`src/shared/wdog_pkg.sv`:
```
// constants and carrier types for the watchdog and reset-cause unit
// assumes a single system clock domain and an sfr-style byte access port
package wdog_pkg;
   // ************************************************************
   // register addresses and page
   // ************************************************************
   localparam logic [7:0] ADDR_WATCHDOG_CONTROL = 8'hff;
   localparam logic [7:0] ADDR_RESET_CAUSE      = 8'hef;
   localparam logic [7:0] PAGE_RESET_CAUSE      = 8'h00;

   // ************************************************************
   // watchdog command codes and field positions
   // ************************************************************
   localparam logic [7:0] CMD_RELOAD     = 8'ha5;
   localparam logic [7:0] CMD_DISABLE_1  = 8'hde;
   localparam logic [7:0] CMD_DISABLE_2  = 8'had;
   localparam logic [7:0] CMD_LOCK       = 8'hff;
   localparam int         WDC_CMD_BIT    = 7;
   localparam int         WDC_STATUS_BIT = 4;
   localparam int         WDC_INT_LSB    = 0;
   localparam int         WDC_INT_W      = 3;
   localparam logic [2:0] INTERVAL_RESET = 3'h7;
   localparam int         INTERVAL_BASE  = 3;
   localparam int         DISABLE_GAP    = 4;
   localparam int         WDT_CNT_W      = 21;

   // ************************************************************
   // reset-cause bit positions
   // ************************************************************
   localparam int         RC_CONVERT = 6;
   localparam int         RC_COMP    = 5;
   localparam int         RC_SW      = 4;
   localparam int         RC_WDT     = 3;
   localparam int         RC_MCD     = 2;
   localparam int         RC_POR     = 1;
   localparam int         RC_PIN     = 0;
   localparam logic [7:0] RESET_CAUSE_RESET = 8'h00;

   // cause of the reset that is being entered
   typedef enum logic [2:0] {
      CAUSE_POR, CAUSE_PIN, CAUSE_CONVERT, CAUSE_COMP, CAUSE_SW, CAUSE_WDT, CAUSE_MCD
   } cause_t;

   typedef struct packed {
      logic       wr;
      logic       rd;
      logic [7:0] addr;
      logic [7:0] page;
      logic [7:0] wdata;
   } sfr_req_t;

   typedef struct packed {
      logic       convert_start_input;
      logic       comparator_zero_output;
      logic       missing_clock_timeout;
      logic       supply_monitor_enable_pin;
   } src_in_t;
endpackage : wdog_pkg

```
`src/core/watchdog_and_reset_cause.sv`:
```
// watchdog control and reset-cause register of the reset unit
// assumes sfr accesses come from the core on clk_sys; rst is the power-on reset
// assumes the reset unit outside holds the system reset and pulses sys_reset_done
// Contract
// timeout is four to the power of three plus interval, in clocks
// software keeps bit 7 zero when writing a new interval
// reading watchdog control returns the interval in bits 2..0
// interval reads 111b after any system reset
// writing a5 enables the watchdog and restarts its count
// de then ad within 4 clocks disables; longer gap ignored
// writing ff sets a lock refusing every later disable
// bit 4 reads 1 while watchdog active, 0 while inactive
// watchdog control at ff on all pages, reset cause at ef page 0
// bit 6 enables low convert-start input as reset; reads its flag
// bit 5 enables low comparator output as reset; reads its flag
// writing 1 to bit 4 forces internal reset, pin untouched
// bit 4 reads 1 after a software-forced reset
// bit 3 read-only, 1 after a watchdog timeout reset
// bit 2 enables missing-clock reset; reads its flag
// with monitor pin high, bit 1 selects supply monitor as source
// bit 1 reads 1 after power-on or monitor reset
// writing 1 to bit 0 forces power-on reset, pin driven low
// bit 0 reads 1 after an external pin reset
// bit 7 reserved, reads zero
// lock holds until next system reset
// lock command neither enables nor restarts the watchdog
// every system reset leaves watchdog enabled, count restarted
// watchdog expiry enters reset without driving the pin
// each reset sets its own flag, clears others; enables kept apart
// software locks early and masks interrupts around disable pair
`timescale 1ns/1ps
module watchdog_and_reset_cause
   import wdog_pkg::*;
#(
   parameter int CNT_W = WDT_CNT_W
) (
   // clock and reset
   input  wire logic       clk_sys,
   input  wire logic       rst,
   // system reset sequencing
   input  wire logic       sys_reset_active,
   input  wire logic       sys_reset_done,
   input  wire logic       ext_pin_reset_n,
   // sfr access
   input  wire sfr_req_t   sfr,
   output logic [7:0]      sfr_rdata,
   output logic            sfr_rvalid,
   // reset sources
   input  wire src_in_t    src,
   // reset requests
   output logic            internal_reset_req,
   output logic            power_on_reset_req,
   output logic            pin_drive_low,
   output logic            supply_monitor_select
);

   // ************************************************************
   // state
   // ************************************************************
   typedef struct packed {
      // watchdog
      logic             wdt_on;
      logic             locked;
      logic [2:0]       interval;
      logic [CNT_W-1:0] count;
      // disable window
      logic             armed;
      logic [2:0]       gap;
      // reset cause
      logic [6:0]       flags;
      logic             en_convert;
      logic             en_comp;
      logic             en_mcd;
      logic             sel_monitor;
      cause_t           cause;
      logic             cause_valid;
      // read port
      logic [7:0]       rdata;
      logic             rvalid;
      // requests
      logic             int_req;
      logic             por_req;
      logic             pin_low;
      // input synchronisers
      logic [1:0]       conv_sync;
      logic [1:0]       comp_sync;
      logic [1:0]       mcd_sync;
      logic [1:0]       mon_sync;
      logic [1:0]       pin_sync;
   } state_t;

   state_t st;
   state_t next_st;

   // ************************************************************
   // functions
   // ************************************************************

   // four to the power (3 + interval) clocks, minus one for a zero-based count
   // interval 7 needs 20 bits of the count, so CNT_W must not shrink below 20
   function automatic logic [CNT_W-1:0] limit_of(input logic [2:0] iv);
      logic [5:0] sh;
      sh = 6'(2 * (INTERVAL_BASE + int'(iv)));
      return CNT_W'(({{(CNT_W-1){1'b0}}, 1'b1} << sh) - 1'b1);
   endfunction : limit_of

   // the control byte answers on every page, the cause byte on one page only
   function automatic logic sfr_hit(input sfr_req_t req, input logic [7:0] at,
                                    input logic paged);
      logic page_ok;
      page_ok = !paged || req.page == PAGE_RESET_CAUSE;
      return req.addr == at && page_ok;
   endfunction : sfr_hit

   // a source fires only while enabled and at its active level
   function automatic logic src_fires(input logic en, input logic lvl, input logic act_hi);
      return en && lvl == act_hi;
   endfunction : src_fires

   // ************************************************************
   // address decode
   // ************************************************************

   logic wr_wdc;
   logic wr_rc;
   logic rd_wdc;
   logic rd_rc;
   assign wr_wdc = sfr.wr && sfr_hit(sfr, ADDR_WATCHDOG_CONTROL, 1'b0);
   assign rd_wdc = sfr.rd && sfr_hit(sfr, ADDR_WATCHDOG_CONTROL, 1'b0);
   assign wr_rc  = sfr.wr && sfr_hit(sfr, ADDR_RESET_CAUSE, 1'b1);
   assign rd_rc  = sfr.rd && sfr_hit(sfr, ADDR_RESET_CAUSE, 1'b1);

   // ************************************************************
   // next state
   // ************************************************************
   always_comb begin
      next_st = st;

      // ************************************************************
      // synchronisers: two flops on every pin-level input
      // ************************************************************
      next_st.conv_sync = {st.conv_sync[0], src.convert_start_input};
      next_st.comp_sync = {st.comp_sync[0], src.comparator_zero_output};
      next_st.mcd_sync  = {st.mcd_sync[0], src.missing_clock_timeout};
      next_st.mon_sync  = {st.mon_sync[0], src.supply_monitor_enable_pin};
      next_st.pin_sync  = {st.pin_sync[0], ext_pin_reset_n};
      next_st.rvalid    = 1'b0;

      // ************************************************************
      // system reset hold
      // ************************************************************
      if (sys_reset_active) begin
         // while held in reset the watchdog restarts and the lock falls away
         next_st.wdt_on   = 1'b1;
         next_st.count    = '0;
         next_st.locked   = 1'b0;
         next_st.interval = INTERVAL_RESET;
         next_st.armed    = 1'b0;
         next_st.int_req  = 1'b0;
         next_st.por_req  = 1'b0;
         next_st.pin_low  = st.por_req;
         // a pin reset is only known as the cause if nothing internal asked first
         if (!st.cause_valid && !st.pin_sync[1]) begin
            next_st.cause       = CAUSE_PIN;
            next_st.cause_valid = 1'b1;
         end
      end else begin
         next_st.pin_low = 1'b0;
         // ************************************************************
         // disable window: closes after the allowed gap
         // ************************************************************
         if (st.armed) begin
            next_st.gap = st.gap + 3'h1;
            if (int'(st.gap) >= DISABLE_GAP - 1) begin
               next_st.armed = 1'b0;
            end
         end

         // ************************************************************
         // watchdog count
         // ************************************************************
         // the count parks at its limit so the request stands until reset
         if (st.wdt_on) begin
            if (st.count >= limit_of(st.interval)) begin
               // expiry is an internal reset only, the pin stays quiet
               next_st.int_req     = 1'b1;
               next_st.cause       = CAUSE_WDT;
               next_st.cause_valid = 1'b1;
            end else begin
               next_st.count = st.count + 1'b1;
            end
         end

         // ************************************************************
         // watchdog control writes
         // ************************************************************
         if (wr_wdc) begin
            // any control write ends a pending disable pair
            next_st.armed = 1'b0;
            unique case (sfr.wdata)
               CMD_RELOAD: begin
                  next_st.wdt_on = 1'b1;
                  next_st.count  = '0;
               end
               CMD_DISABLE_1: begin
                  next_st.armed = 1'b1;
                  next_st.gap   = 3'h0;
               end
               CMD_DISABLE_2: begin
                  if (st.armed && !st.locked) begin
                     next_st.wdt_on = 1'b0;
                  end
               end
               CMD_LOCK: begin
                  next_st.locked = 1'b1;
               end
               default: begin
                  if (!sfr.wdata[WDC_CMD_BIT]) begin
                     next_st.interval = sfr.wdata[WDC_INT_LSB +: WDC_INT_W];
                  end
               end
            endcase
         end

         // ************************************************************
         // reset-cause writes
         // ************************************************************
         // a forced reset is recorded at once; the outer unit acts on the request
         if (wr_rc) begin
            // enables live apart from the flags that reads return
            next_st.en_convert = sfr.wdata[RC_CONVERT];
            next_st.en_comp    = sfr.wdata[RC_COMP];
            next_st.en_mcd     = sfr.wdata[RC_MCD];
            if (st.mon_sync[1]) begin
               next_st.sel_monitor = sfr.wdata[RC_POR];
            end
            if (sfr.wdata[RC_SW]) begin
               next_st.int_req     = 1'b1;
               next_st.cause       = CAUSE_SW;
               next_st.cause_valid = 1'b1;
            end
            if (sfr.wdata[RC_PIN]) begin
               next_st.por_req     = 1'b1;
               next_st.cause       = CAUSE_POR;
               next_st.cause_valid = 1'b1;
            end
         end

         // ************************************************************
         // source monitoring
         // ************************************************************
         // levels, not edges: a source held active keeps asking
         if (src_fires(st.en_convert, st.conv_sync[1], 1'b0)) begin
            next_st.int_req = 1'b1;
            next_st.cause   = CAUSE_CONVERT;
            next_st.cause_valid = 1'b1;
         end
         if (src_fires(st.en_comp, st.comp_sync[1], 1'b0)) begin
            next_st.int_req = 1'b1;
            next_st.cause   = CAUSE_COMP;
            next_st.cause_valid = 1'b1;
         end
         if (src_fires(st.en_mcd, st.mcd_sync[1], 1'b1)) begin
            next_st.int_req = 1'b1;
            next_st.cause   = CAUSE_MCD;
            next_st.cause_valid = 1'b1;
         end
      end

      // ************************************************************
      // cause latch
      // ************************************************************
      // at the end of a reset the single cause flag replaces all the others
      if (sys_reset_done && st.cause_valid) begin
         next_st.flags       = '0;
         next_st.cause_valid = 1'b0;
         unique case (st.cause)
            CAUSE_POR: begin
               next_st.flags[RC_POR] = 1'b1;
            end
            CAUSE_PIN: begin
               next_st.flags[RC_PIN] = 1'b1;
            end
            CAUSE_CONVERT: begin
               next_st.flags[RC_CONVERT] = 1'b1;
            end
            CAUSE_COMP: begin
               next_st.flags[RC_COMP] = 1'b1;
            end
            CAUSE_SW: begin
               next_st.flags[RC_SW] = 1'b1;
            end
            CAUSE_WDT: begin
               next_st.flags[RC_WDT] = 1'b1;
            end
            CAUSE_MCD: begin
               next_st.flags[RC_MCD] = 1'b1;
            end
         endcase
      end

      // ************************************************************
      // read path
      // ************************************************************
      // read data holds until the next read; only the valid pulse drops
      if (rd_wdc) begin
         next_st.rvalid = 1'b1;
         next_st.rdata  = 8'h00;
         next_st.rdata[WDC_STATUS_BIT] = st.wdt_on;
         next_st.rdata[WDC_INT_LSB +: WDC_INT_W] = st.interval;
      end else if (rd_rc) begin
         next_st.rvalid = 1'b1;
         next_st.rdata  = {1'b0, st.flags};
      end
   end

   // ************************************************************
   // registers
   // ************************************************************
   always_ff @(posedge clk_sys or posedge rst) begin
      if (rst) begin
         st             <= '0;
         st.wdt_on      <= 1'b1;
         st.interval    <= INTERVAL_RESET;
         st.flags       <= RESET_CAUSE_RESET[6:0];
         st.cause       <= CAUSE_POR;
         st.cause_valid <= 1'b1;
         st.conv_sync   <= 2'h3;
         st.comp_sync   <= 2'h3;
         st.pin_sync    <= 2'h3;
      end else begin
         st <= next_st;
      end
   end

   // read port
   assign sfr_rdata             = st.rdata;
   assign sfr_rvalid            = st.rvalid;
   // reset requests
   assign internal_reset_req    = st.int_req;
   assign power_on_reset_req    = st.por_req;
   assign pin_drive_low         = st.pin_low;
   assign supply_monitor_select = st.sel_monitor;

endmodule : watchdog_and_reset_cause

```
`config.mk`:
```
export PLATFORM = sky130hd
export DESIGN_NAME = watchdog_and_reset_cause
export DESIGN_NICKNAME = d
export VERILOG_FILES = /design/src/shared/wdog_pkg.sv /design/src/core/watchdog_and_reset_cause.sv
export SDC_FILE = /design/constraint.sdc
export NUM_CORES = 1
export LEC_CHECK = 0
export ABC_AREA = 1
export BUFFER_PORTS_ARGS = -buffer_cell sky130_fd_sc_hd__buf_4
export CORE_MARGIN = 2
export CORE_UTILIZATION = 53
export DETAILED_ROUTE_END_ITERATION = 10
export PLACE_DENSITY = 0.86
export SETUP_SLACK_MARGIN = 0.5
export SLEW_MARGIN = 20
export SYNTH_ARGS = -nofsm -noshare
export SYNTH_HDL_FRONTEND = slang
export SYNTH_SLANG_ARGS = --single-unit
export TNS_END_PERCENT = 30
```
`constraint.sdc`:
```
create_clock -name clk_sys -period 2.48 [get_ports clk_sys]
set_input_delay 0.248 -clock clk_sys [delete_from_list [all_inputs] [get_ports clk_sys]]
set_output_delay 0.248 -clock clk_sys [all_outputs]
set_load 0.005 [all_outputs]
```
# Word-level counts from Yosys, hierarchy flattened
# Index checks and enable logic that the tools add are counted.
[op_classes]
addsub = 4
mul = 0
n_div = 0
order_cmp = 2
eq_ne = 17
shift = 1
mux = 42
bitwise_logic = 3
reduce_logical = 29
[op_table]
columns = ["op", "count"]
rows = [
  ["$mux 21", 3],
  ["$eq 8x8->1 const B", 6],
  ["$mux 4", 12],
  ["$mux 30", 1],
  ["$mux 27", 1],
  ["$add 21x1->21 const B", 1],
  ["$ge 21x21->1", 1],
  ["$shl 1x5->21 const A", 1],
  ["$sub 21x1->21 const B", 1],
  ["$mux 1", 18],
  ["$mux 9", 2],
  ["$logic_and 1x1->1", 11],
  ["$reduce_bool 2->1", 5],
  ["$eq 3x3->1 const B", 3],
  ["$mux 3", 3],
  ["$reduce_and 3->1", 3],
  ["$logic_not 8->1", 1],
  ["$eq 3x2->1 const B", 2],
  ["$reduce_and 2->1", 3],
  ["$add 2x3->4 const A", 1],
  ["$ne 2x1->1 const B", 2],
  ["$reduce_or 4->1", 1],
  ["$add 3x1->3 const B", 1],
  ["$eq 3x1->1 const B", 1],
  ["10 further kinds", 14],
]
[totals]
ff_bits = 67
latchBits = 0
mem_bits_rw = 0
rom_bits = 0
wordCells = 121
mem_count = 0

# Longest topological paths before layout
# Gate-level depths: netlist of the first run.
[depth]
depth_word = 14
depth_mapped = 18
mapped_depth_nobuf = 18

# Worst setup path after synthesis of the first run
# Ideal clock, no wire load.
[synth_path]
path_kind = "register -> register"
startpoint = "register st[64] (netlist bit)"
endpoint = "register st[49] (netlist bit)"
setup_ns = 0.121
arrival_time_ns = 2.224
required_ns = 2.359
setup_slack_ns = 0.135
stages_incl_launch_ff = 17
period_less_slack_ns = 2.345
cell_sequence = "dfstp_2 -> clkbuf_1 -> a21oi_1 -> ha_1 -> nand2_1 -> nor2_1 -> nand2_1 -> inv_1 -> nand3_1 -> nand2_1 -> nor2_4 -> nand2_4 -> nor2_4 -> buf_6 -> nand3_1 -> o21ai_1 -> nor2_1"
[synth_lines]
columns = ["item", "line_no", "text"]
rows = [
  ["start: declaration", "watchdog_and_reset_cause.sv:92", "state_t st;"],
  ["start signal: assignment", "watchdog_and_reset_cause.sv:332", "st <= next_st;"],
]

==> results.txt, run 1 <==
Crit path time final - 2480 ps
Core ar. - 7210 µm²
GRT Overall Usage - 24.8%
Crit path max-delay family - simple AND/OR/NAND/NOR gates
CTS sink cnt - 66
Seq/Total Area, Yosys - 42.6%
First-pass GRT wire length - 16300 µm
Outcome - finished, final reports clean
Largest net degree at the start of global routing - 67
Clock tree buffer depth - 2
Setup WS post-layout - 2.16 ps
Crit path kind - register to register
Initial Util - 54.2%
DRT iter0 DRCs - 301
Routed wire length - 10100 µm
Crit-path cells - nand2_4 -> nor2_4 -> inv_2 -> ha_4 -> nand2_1 -> inv_2 -> nand2_4 -> nor2_4 -> nand3_2 -> nand2_2 -> nor2_4 -> nand2_4 -> buf_6 -> buf_4 -> nand2_1 -> a21oi_2 -> nor3_1
# port buffers - 46
Final Instance Count excl. Fillers - 681
Vias in the first global route - 3663
HP Class - primary input to asynchronous set/reset pin
GP Congestion - 0.913
Fmax - 404 MHz
Most frequent cells in the layout - 94 x nand2_1, 66 x inv_1, 61 x buf_4, 57 x nor2_1, 55 x dfrtp_1
YS warnings - 0
Slowest cell on crit path - dfstp_2
Post-Synthesis Cells - 506
H-tree Lvls - 3
Full die area - 8090 µm²
CP peak stage delay - 590 ps
Vias - 3748
Initial antenna violation count - 0
Post-route DRC violation count - 0
Vias per inst - 5.50
CTS Buf Count - 9
Layout area overhead - 26.5%
Slew Viols, Final - 0
Final net count - 634
Crit. End Element - register
Commonest non-fill, non-tap cell in the layout - nand2_1
Place WS - -71.2 ps
Actual slew at the worst max-slew pin - 817 ps
R2R Path End - st[61]
HPWL Detailed - 6750 µm
Worst reg2reg setup slack - 2 ps
Worst setup path start - st[63]
Site Rows - 31
Final period util - 99.9%
Worst Path Arrival - 2700 ps
Number of routed nets with antenna violations - 0
FFs w/ async S/R, synth - 100%
Boundary pin count - 48
Placed insts - 647
Height of the die - 89.9 µm
Worst setup endpoint - st[61]
Synthesized flop and latch total - 66
FF-to-FF Start - st[63]
Synth Flop Type - dfrtp_1
Post-synthesis instance area - 3910 µm²
Library cells used by synthesis - 40
Final Skew - 8.90 ps
Chip width - 89.9 µm
Peak supply drop - 0.401 mV
Maxcap violations - 0
PwrDens - 719 nW/µm²
Drt wl/cell - 14.8 µm
TritonRoute pass-1 iters - 5
Crit Path Max Fanout - 4
Worst slew margin relative to its limit - 45.5%
Clock latency on the worst-skew pair - 360 ps
R2R cell count - 17
# diodes - 0
CP bufs+invs - 4
Critical Path Stages - 17
Clock Tree Root - clkbuf_8
Startpoint Class - register
Unrepaired setup endpoints after global routing - yes
Clk slew on worst S/H paths - 80 ps
Final Hold Violating Endpoints - 0
CTS tree - done
Finish-stage setup viols - 0
Layout cells sized above 1 - 27.1%
Req. time, crit path - 2710 ps
Leak - 2.51 nW
Post-synth EDFFs - 0
GRT overflow - 0
Synth Area per Inst - 7.73 µm²
## state kept, by name, summed over array words and instances, names as in the netlist
signal                 flops
supply_monitor_select      1
sfr_rvalid                 1
internal_reset_req         1
pin_drive_low              1
sfr_rdata                  7
next_st                    5
power_on_reset_req         1
st                        49
## power by group
part           internal [mW]  total, mW  switching, mW
combinational          0.598       1.33          0.729
sequential              1.20       1.32          0.123
clock                  0.465      0.907          0.442
## layout make-up
cell class / instances / area [µm²]
Multi-Input combinational cell: 352 / 2090
Clock inverter: 6 / 67.6
Inverter: 76 / 285
Clock buffer: 10 / 128
Sequential cell: 66 / 1670
Fill cell: 566 / 2270
Tap cell: 99 / 124
Timing Repair Buffer: 72 / 584
## worst min-delay path by stage
stage	startpoint	to	slack, ps	depth (start not counted)
3_3_place_gp	next_st[5]	st[5]	330	0
5_1_grt	sfr[5]	st[28]	160	3
4_1_cts	rst	st[50]	160	3
3_5_place_dp	next_st[3]	st[3]	340	0
6_report	rst	st[50]	130	3
2_1_floorplan	ext_pin_reset_n	next_st[1]	250	0
## per-stage QoR
| stage | area, µm² | utilization [%] | hold slack [ps] | total power, mW | TNS, ps |
|---|---|---|---|---|---|
| 2_1_floorplan | 3940 | - | 252 | 1.93 | 0 |
| 3_3_place_gp | 4370 | 60.6 | 335 | 2.15 | 0 |
| 3_5_place_dp | 4370 | 60.6 | 343 | 2.20 | -189 |
| 4_1_cts | 4760 | 66.0 | 155 | 3.30 | 0 |
| 5_1_grt | 4950 | 68.6 | 160 | 3.75 | -911 |
| 6_report | 4950 | 68.6 | 133 | 3.56 | 0 |
## repair_timing
action	4_1_cts	5_1_grt
setup endpoints to repair	26	26
hold buffers	5	0
hold endpoints to repair	5	0
pin swaps	17	29
gates resized for setup	15	39
setup buffers	10	3
## routing by layer
layer  vias to the layer above  part of all wire [%]  GRT usage (%)  wire [µm]
met2                       149                    51           42.7       5120
li1                       1782                     -              -          -
met5                         -                     0              0          0
met3                        46                   6.5           5.20        657
met1                      1771                    39           29.2       3890
met4                         0                   4.1           13.1        414
## cell usage after synthesis, types with 5 or more instances
cell type | instances | area (µm²)
nand2_1 | 107 | 402
o21ai_0 | 22 | 110
nor2_4 | 5 | 56.3
dfrtp_1 | 55 | 1380
ha_1 | 22 | 275
dfstp_2 | 11 | 289
nand3_1 | 32 | 160
a21oi_1 | 29 | 145
inv_1 | 73 | 274
nor2_1 | 61 | 229
o22ai_1 | 6 | 37.5
nor3_1 | 12 | 60.1
nand2_2 | 6 | 37.5
buf_4 | 8 | 60.1
nand4_1 | 9 | 56.3
## cells by family after synthesis
kind of cell               count (synthesis)  synth area share [%]
other                                      2                 0.192
xor gates and xnor gates                   5                  1.12
adders and majority gates                 22                  7.04
AOI/OAI and AO/OA                         75                  10.8
buffers and inverters                     90                  9.66
DFF                                       66                  42.6
and+or+nand+nor                          246                  28.6
## worst register-to-register path: cells and delay by family (launching register included)
family | cells | cell delay [ps]
compound gates | 1 | 130
flops | 1 | 590
fa+ha+maj | 1 | 260
simple gates | 11 | 980
buf+inv | 4 | 390
Power figures use the tool's default switching activity.
==> run 2, diff against run 1 <==
Settings changed: CORE_ASPECT_RATIO set to 0.8, CTS_CLUSTER_SIZE set to 16.
==> run 2 against run 1 <==
The run now ends with setup timing left; setup slack got worse by 200 ps; global-route usage up 0.91 points; clock skew shrank 1.9 ps; flip-flop and latch count unchanged; first-iteration DRC count rose by 71%; final cell count is 2.2% lower; via count grew 1.7%; sequential power barely moved; register-to-register slack worse by 200 ps; critical endpoint is now st[45]; largest power group is now sequential cells; highest routed layer unchanged.
==> results.txt, run 2 (synthesis gave the netlist of run 1 again) <==
Outcome - finished with violations
Failing checks - setup timing
# diodes - 0
Slowest cell on crit path - dfstp_2
Final setup TNS - -2260 ps
Met1 WL - 4290 µm
GRT overflow - 0
Max reg flops - 49
CP bufs+invs - 2
Initial antenna violation count - 0
CTS sink cnt - 66
Worst slew margin relative to its limit - 51.4%
Crit path kind - register to register
Worst Path Arrival - 2950 ps
Actual slew at the worst max-slew pin - 721 ps
Full die area - 8090 µm²
Crit-path cells - nand2_4 -> nor2_4 -> nand2_2 -> ha_4 -> nand2_2 -> o21ai_0 -> nor2_4 -> nand2_4 -> nor2_4 -> buf_12 -> buf_8 -> nand2_2 -> o21ai_2 -> a21oi_1
Height of the die - 80.9 µm
Unrepaired setup endpoints after global routing - yes
Peak supply drop - 0.377 mV
HPWL Detailed - 7050 µm
Clock Tree Root - clkbuf_8
Maxcap violations - 0
Final core occ - 69.7%
Number of routed nets with antenna violations - 0
Vias per inst - 5.72
Crit path max-delay family - compound AO/OA/AOI/OAI gates
Final Skew - 7.03 ps
Pwr Total - 3.41 mW
# port buffers - 46
PwrDens - 695 nW/µm²
DRT iter0 DRCs - 516
Routed wire length - 10400 µm
Drt wl/cell - 15.6 µm
Most frequent cells in the layout - 96 x nand2_1, 67 x inv_1, 57 x buf_4, 55 x dfrtp_1, 54 x nor2_1
Chip width - 100 µm
Commonest non-fill, non-tap cell in the layout - nand2_1
Crit path time final - 2680 ps
CTS tree - done
Largest net degree at the start of global routing - 29
Finish-stage setup viols - 20
Fillers - 512
Crit. End Element - register
H-tree Lvls - 3
Final period util - 108%
Slew Viols, Final - 0
Worst reg2reg setup slack - -200 ps
CP peak stage delay - 600 ps
GRT Overall Usage - 25.7%
Final net count - 631
Fmax - 374 MHz
Leak - 2.47 nW
Most flop-heavy register - st
Layout cells sized above 1 - 26.6%
Req. time, crit path - 2760 ps
Initial Util - 55.7%
Wire length on met2 - 4740 µm
Crit Path Max Fanout - 6
Core ar. - 7030 µm²
HP Class - primary input to register
GP Congestion - 0.943
CTS Buf Count - 9
Post-route DRC violation count - 0
Layout area overhead - 25.2%
First-pass GRT wire length - 16300 µm
Top sig layer - met4
Met3 wire length - 1010 µm
Clk slew on worst S/H paths - 80 ps
Site Rows - 27
Boundary pin count - 48
Clock latency on the worst-skew pair - 360 ps
Setup WS post-layout - -196 ps
Final Hold Violating Endpoints - 0
Clock tree buffer depth - 2
Vias - 3812
TritonRoute pass-1 iters - 5
Place WS - -63.0 ps
Vias in the first global route - 3536
Startpoint Class - register
run 2: what timing repair did:
| item | CTS | global route |
|---|---|---|
| endpoints found under the hold margin | 27 | 0 |
| gates resized for setup | 17 | 38 |
| buffers inserted | 3 | 8 |
| endpoints found under the setup margin | 26 | 26 |
| gates cloned | 0 | 0 |
| pin swaps | 5 | 20 |
| hold buffers | 6 | 0 |
run 2: path summary, 6_finish.rpt:
kind,start,cells after the start,endpoint
worst max-delay path,st[63],14,st[45]
worst min-delay path,sfr[6],3,st[29]
worst max register to register,st[63],14,st[45]
worst min register to register,next_st[5],0,st[5]
max in group asynchronous,rst,4,st[22]
min in group asynchronous,rst,3,sfr_rdata[6]
run 2: area by class of cell:
cell class	instances	area [µm²]	share of cell area [%]
sequential	66	1670	34.0
clock inverter	7	53.8	1.10
multi-input combinational	352	2090	42.7
inverter	76	285	5.83
clock buffer	9	124	2.53
tap	87	109	2.22
timing repair buffer	69	568	11.6
run 2: power by group:
group	internal (mW)	switching, mW
clock	0.366	0.459
sequential	1.20	0.120
combinational	0.551	0.709
run 2: per-layer routing:
| metal | global-route usage, % | up-vias |
|---|---|---|
| li1 | - | 1766 |
| met1 | 34.8 | 1786 |
| met2 | 40.7 | 217 |
| met3 | 5.85 | 43 |
| met4 | 10.0 | 0 |
| met5 | 0 | - |
run 2: tightest hold or removal path, delay by kind of cell:
kind          cells  cell delay, ps
simple gates      2             140
buf+inv           1              90
run 2: metrics by stage:
stage	area [µm²]	instances	hold WS, ps
after global routing	4900	666	153
final	4900	666	153
after CTS	4680	658	153
after detailed placement	4350	633	335
after global placement	4350	633	334
after floorplan	3940	508	252
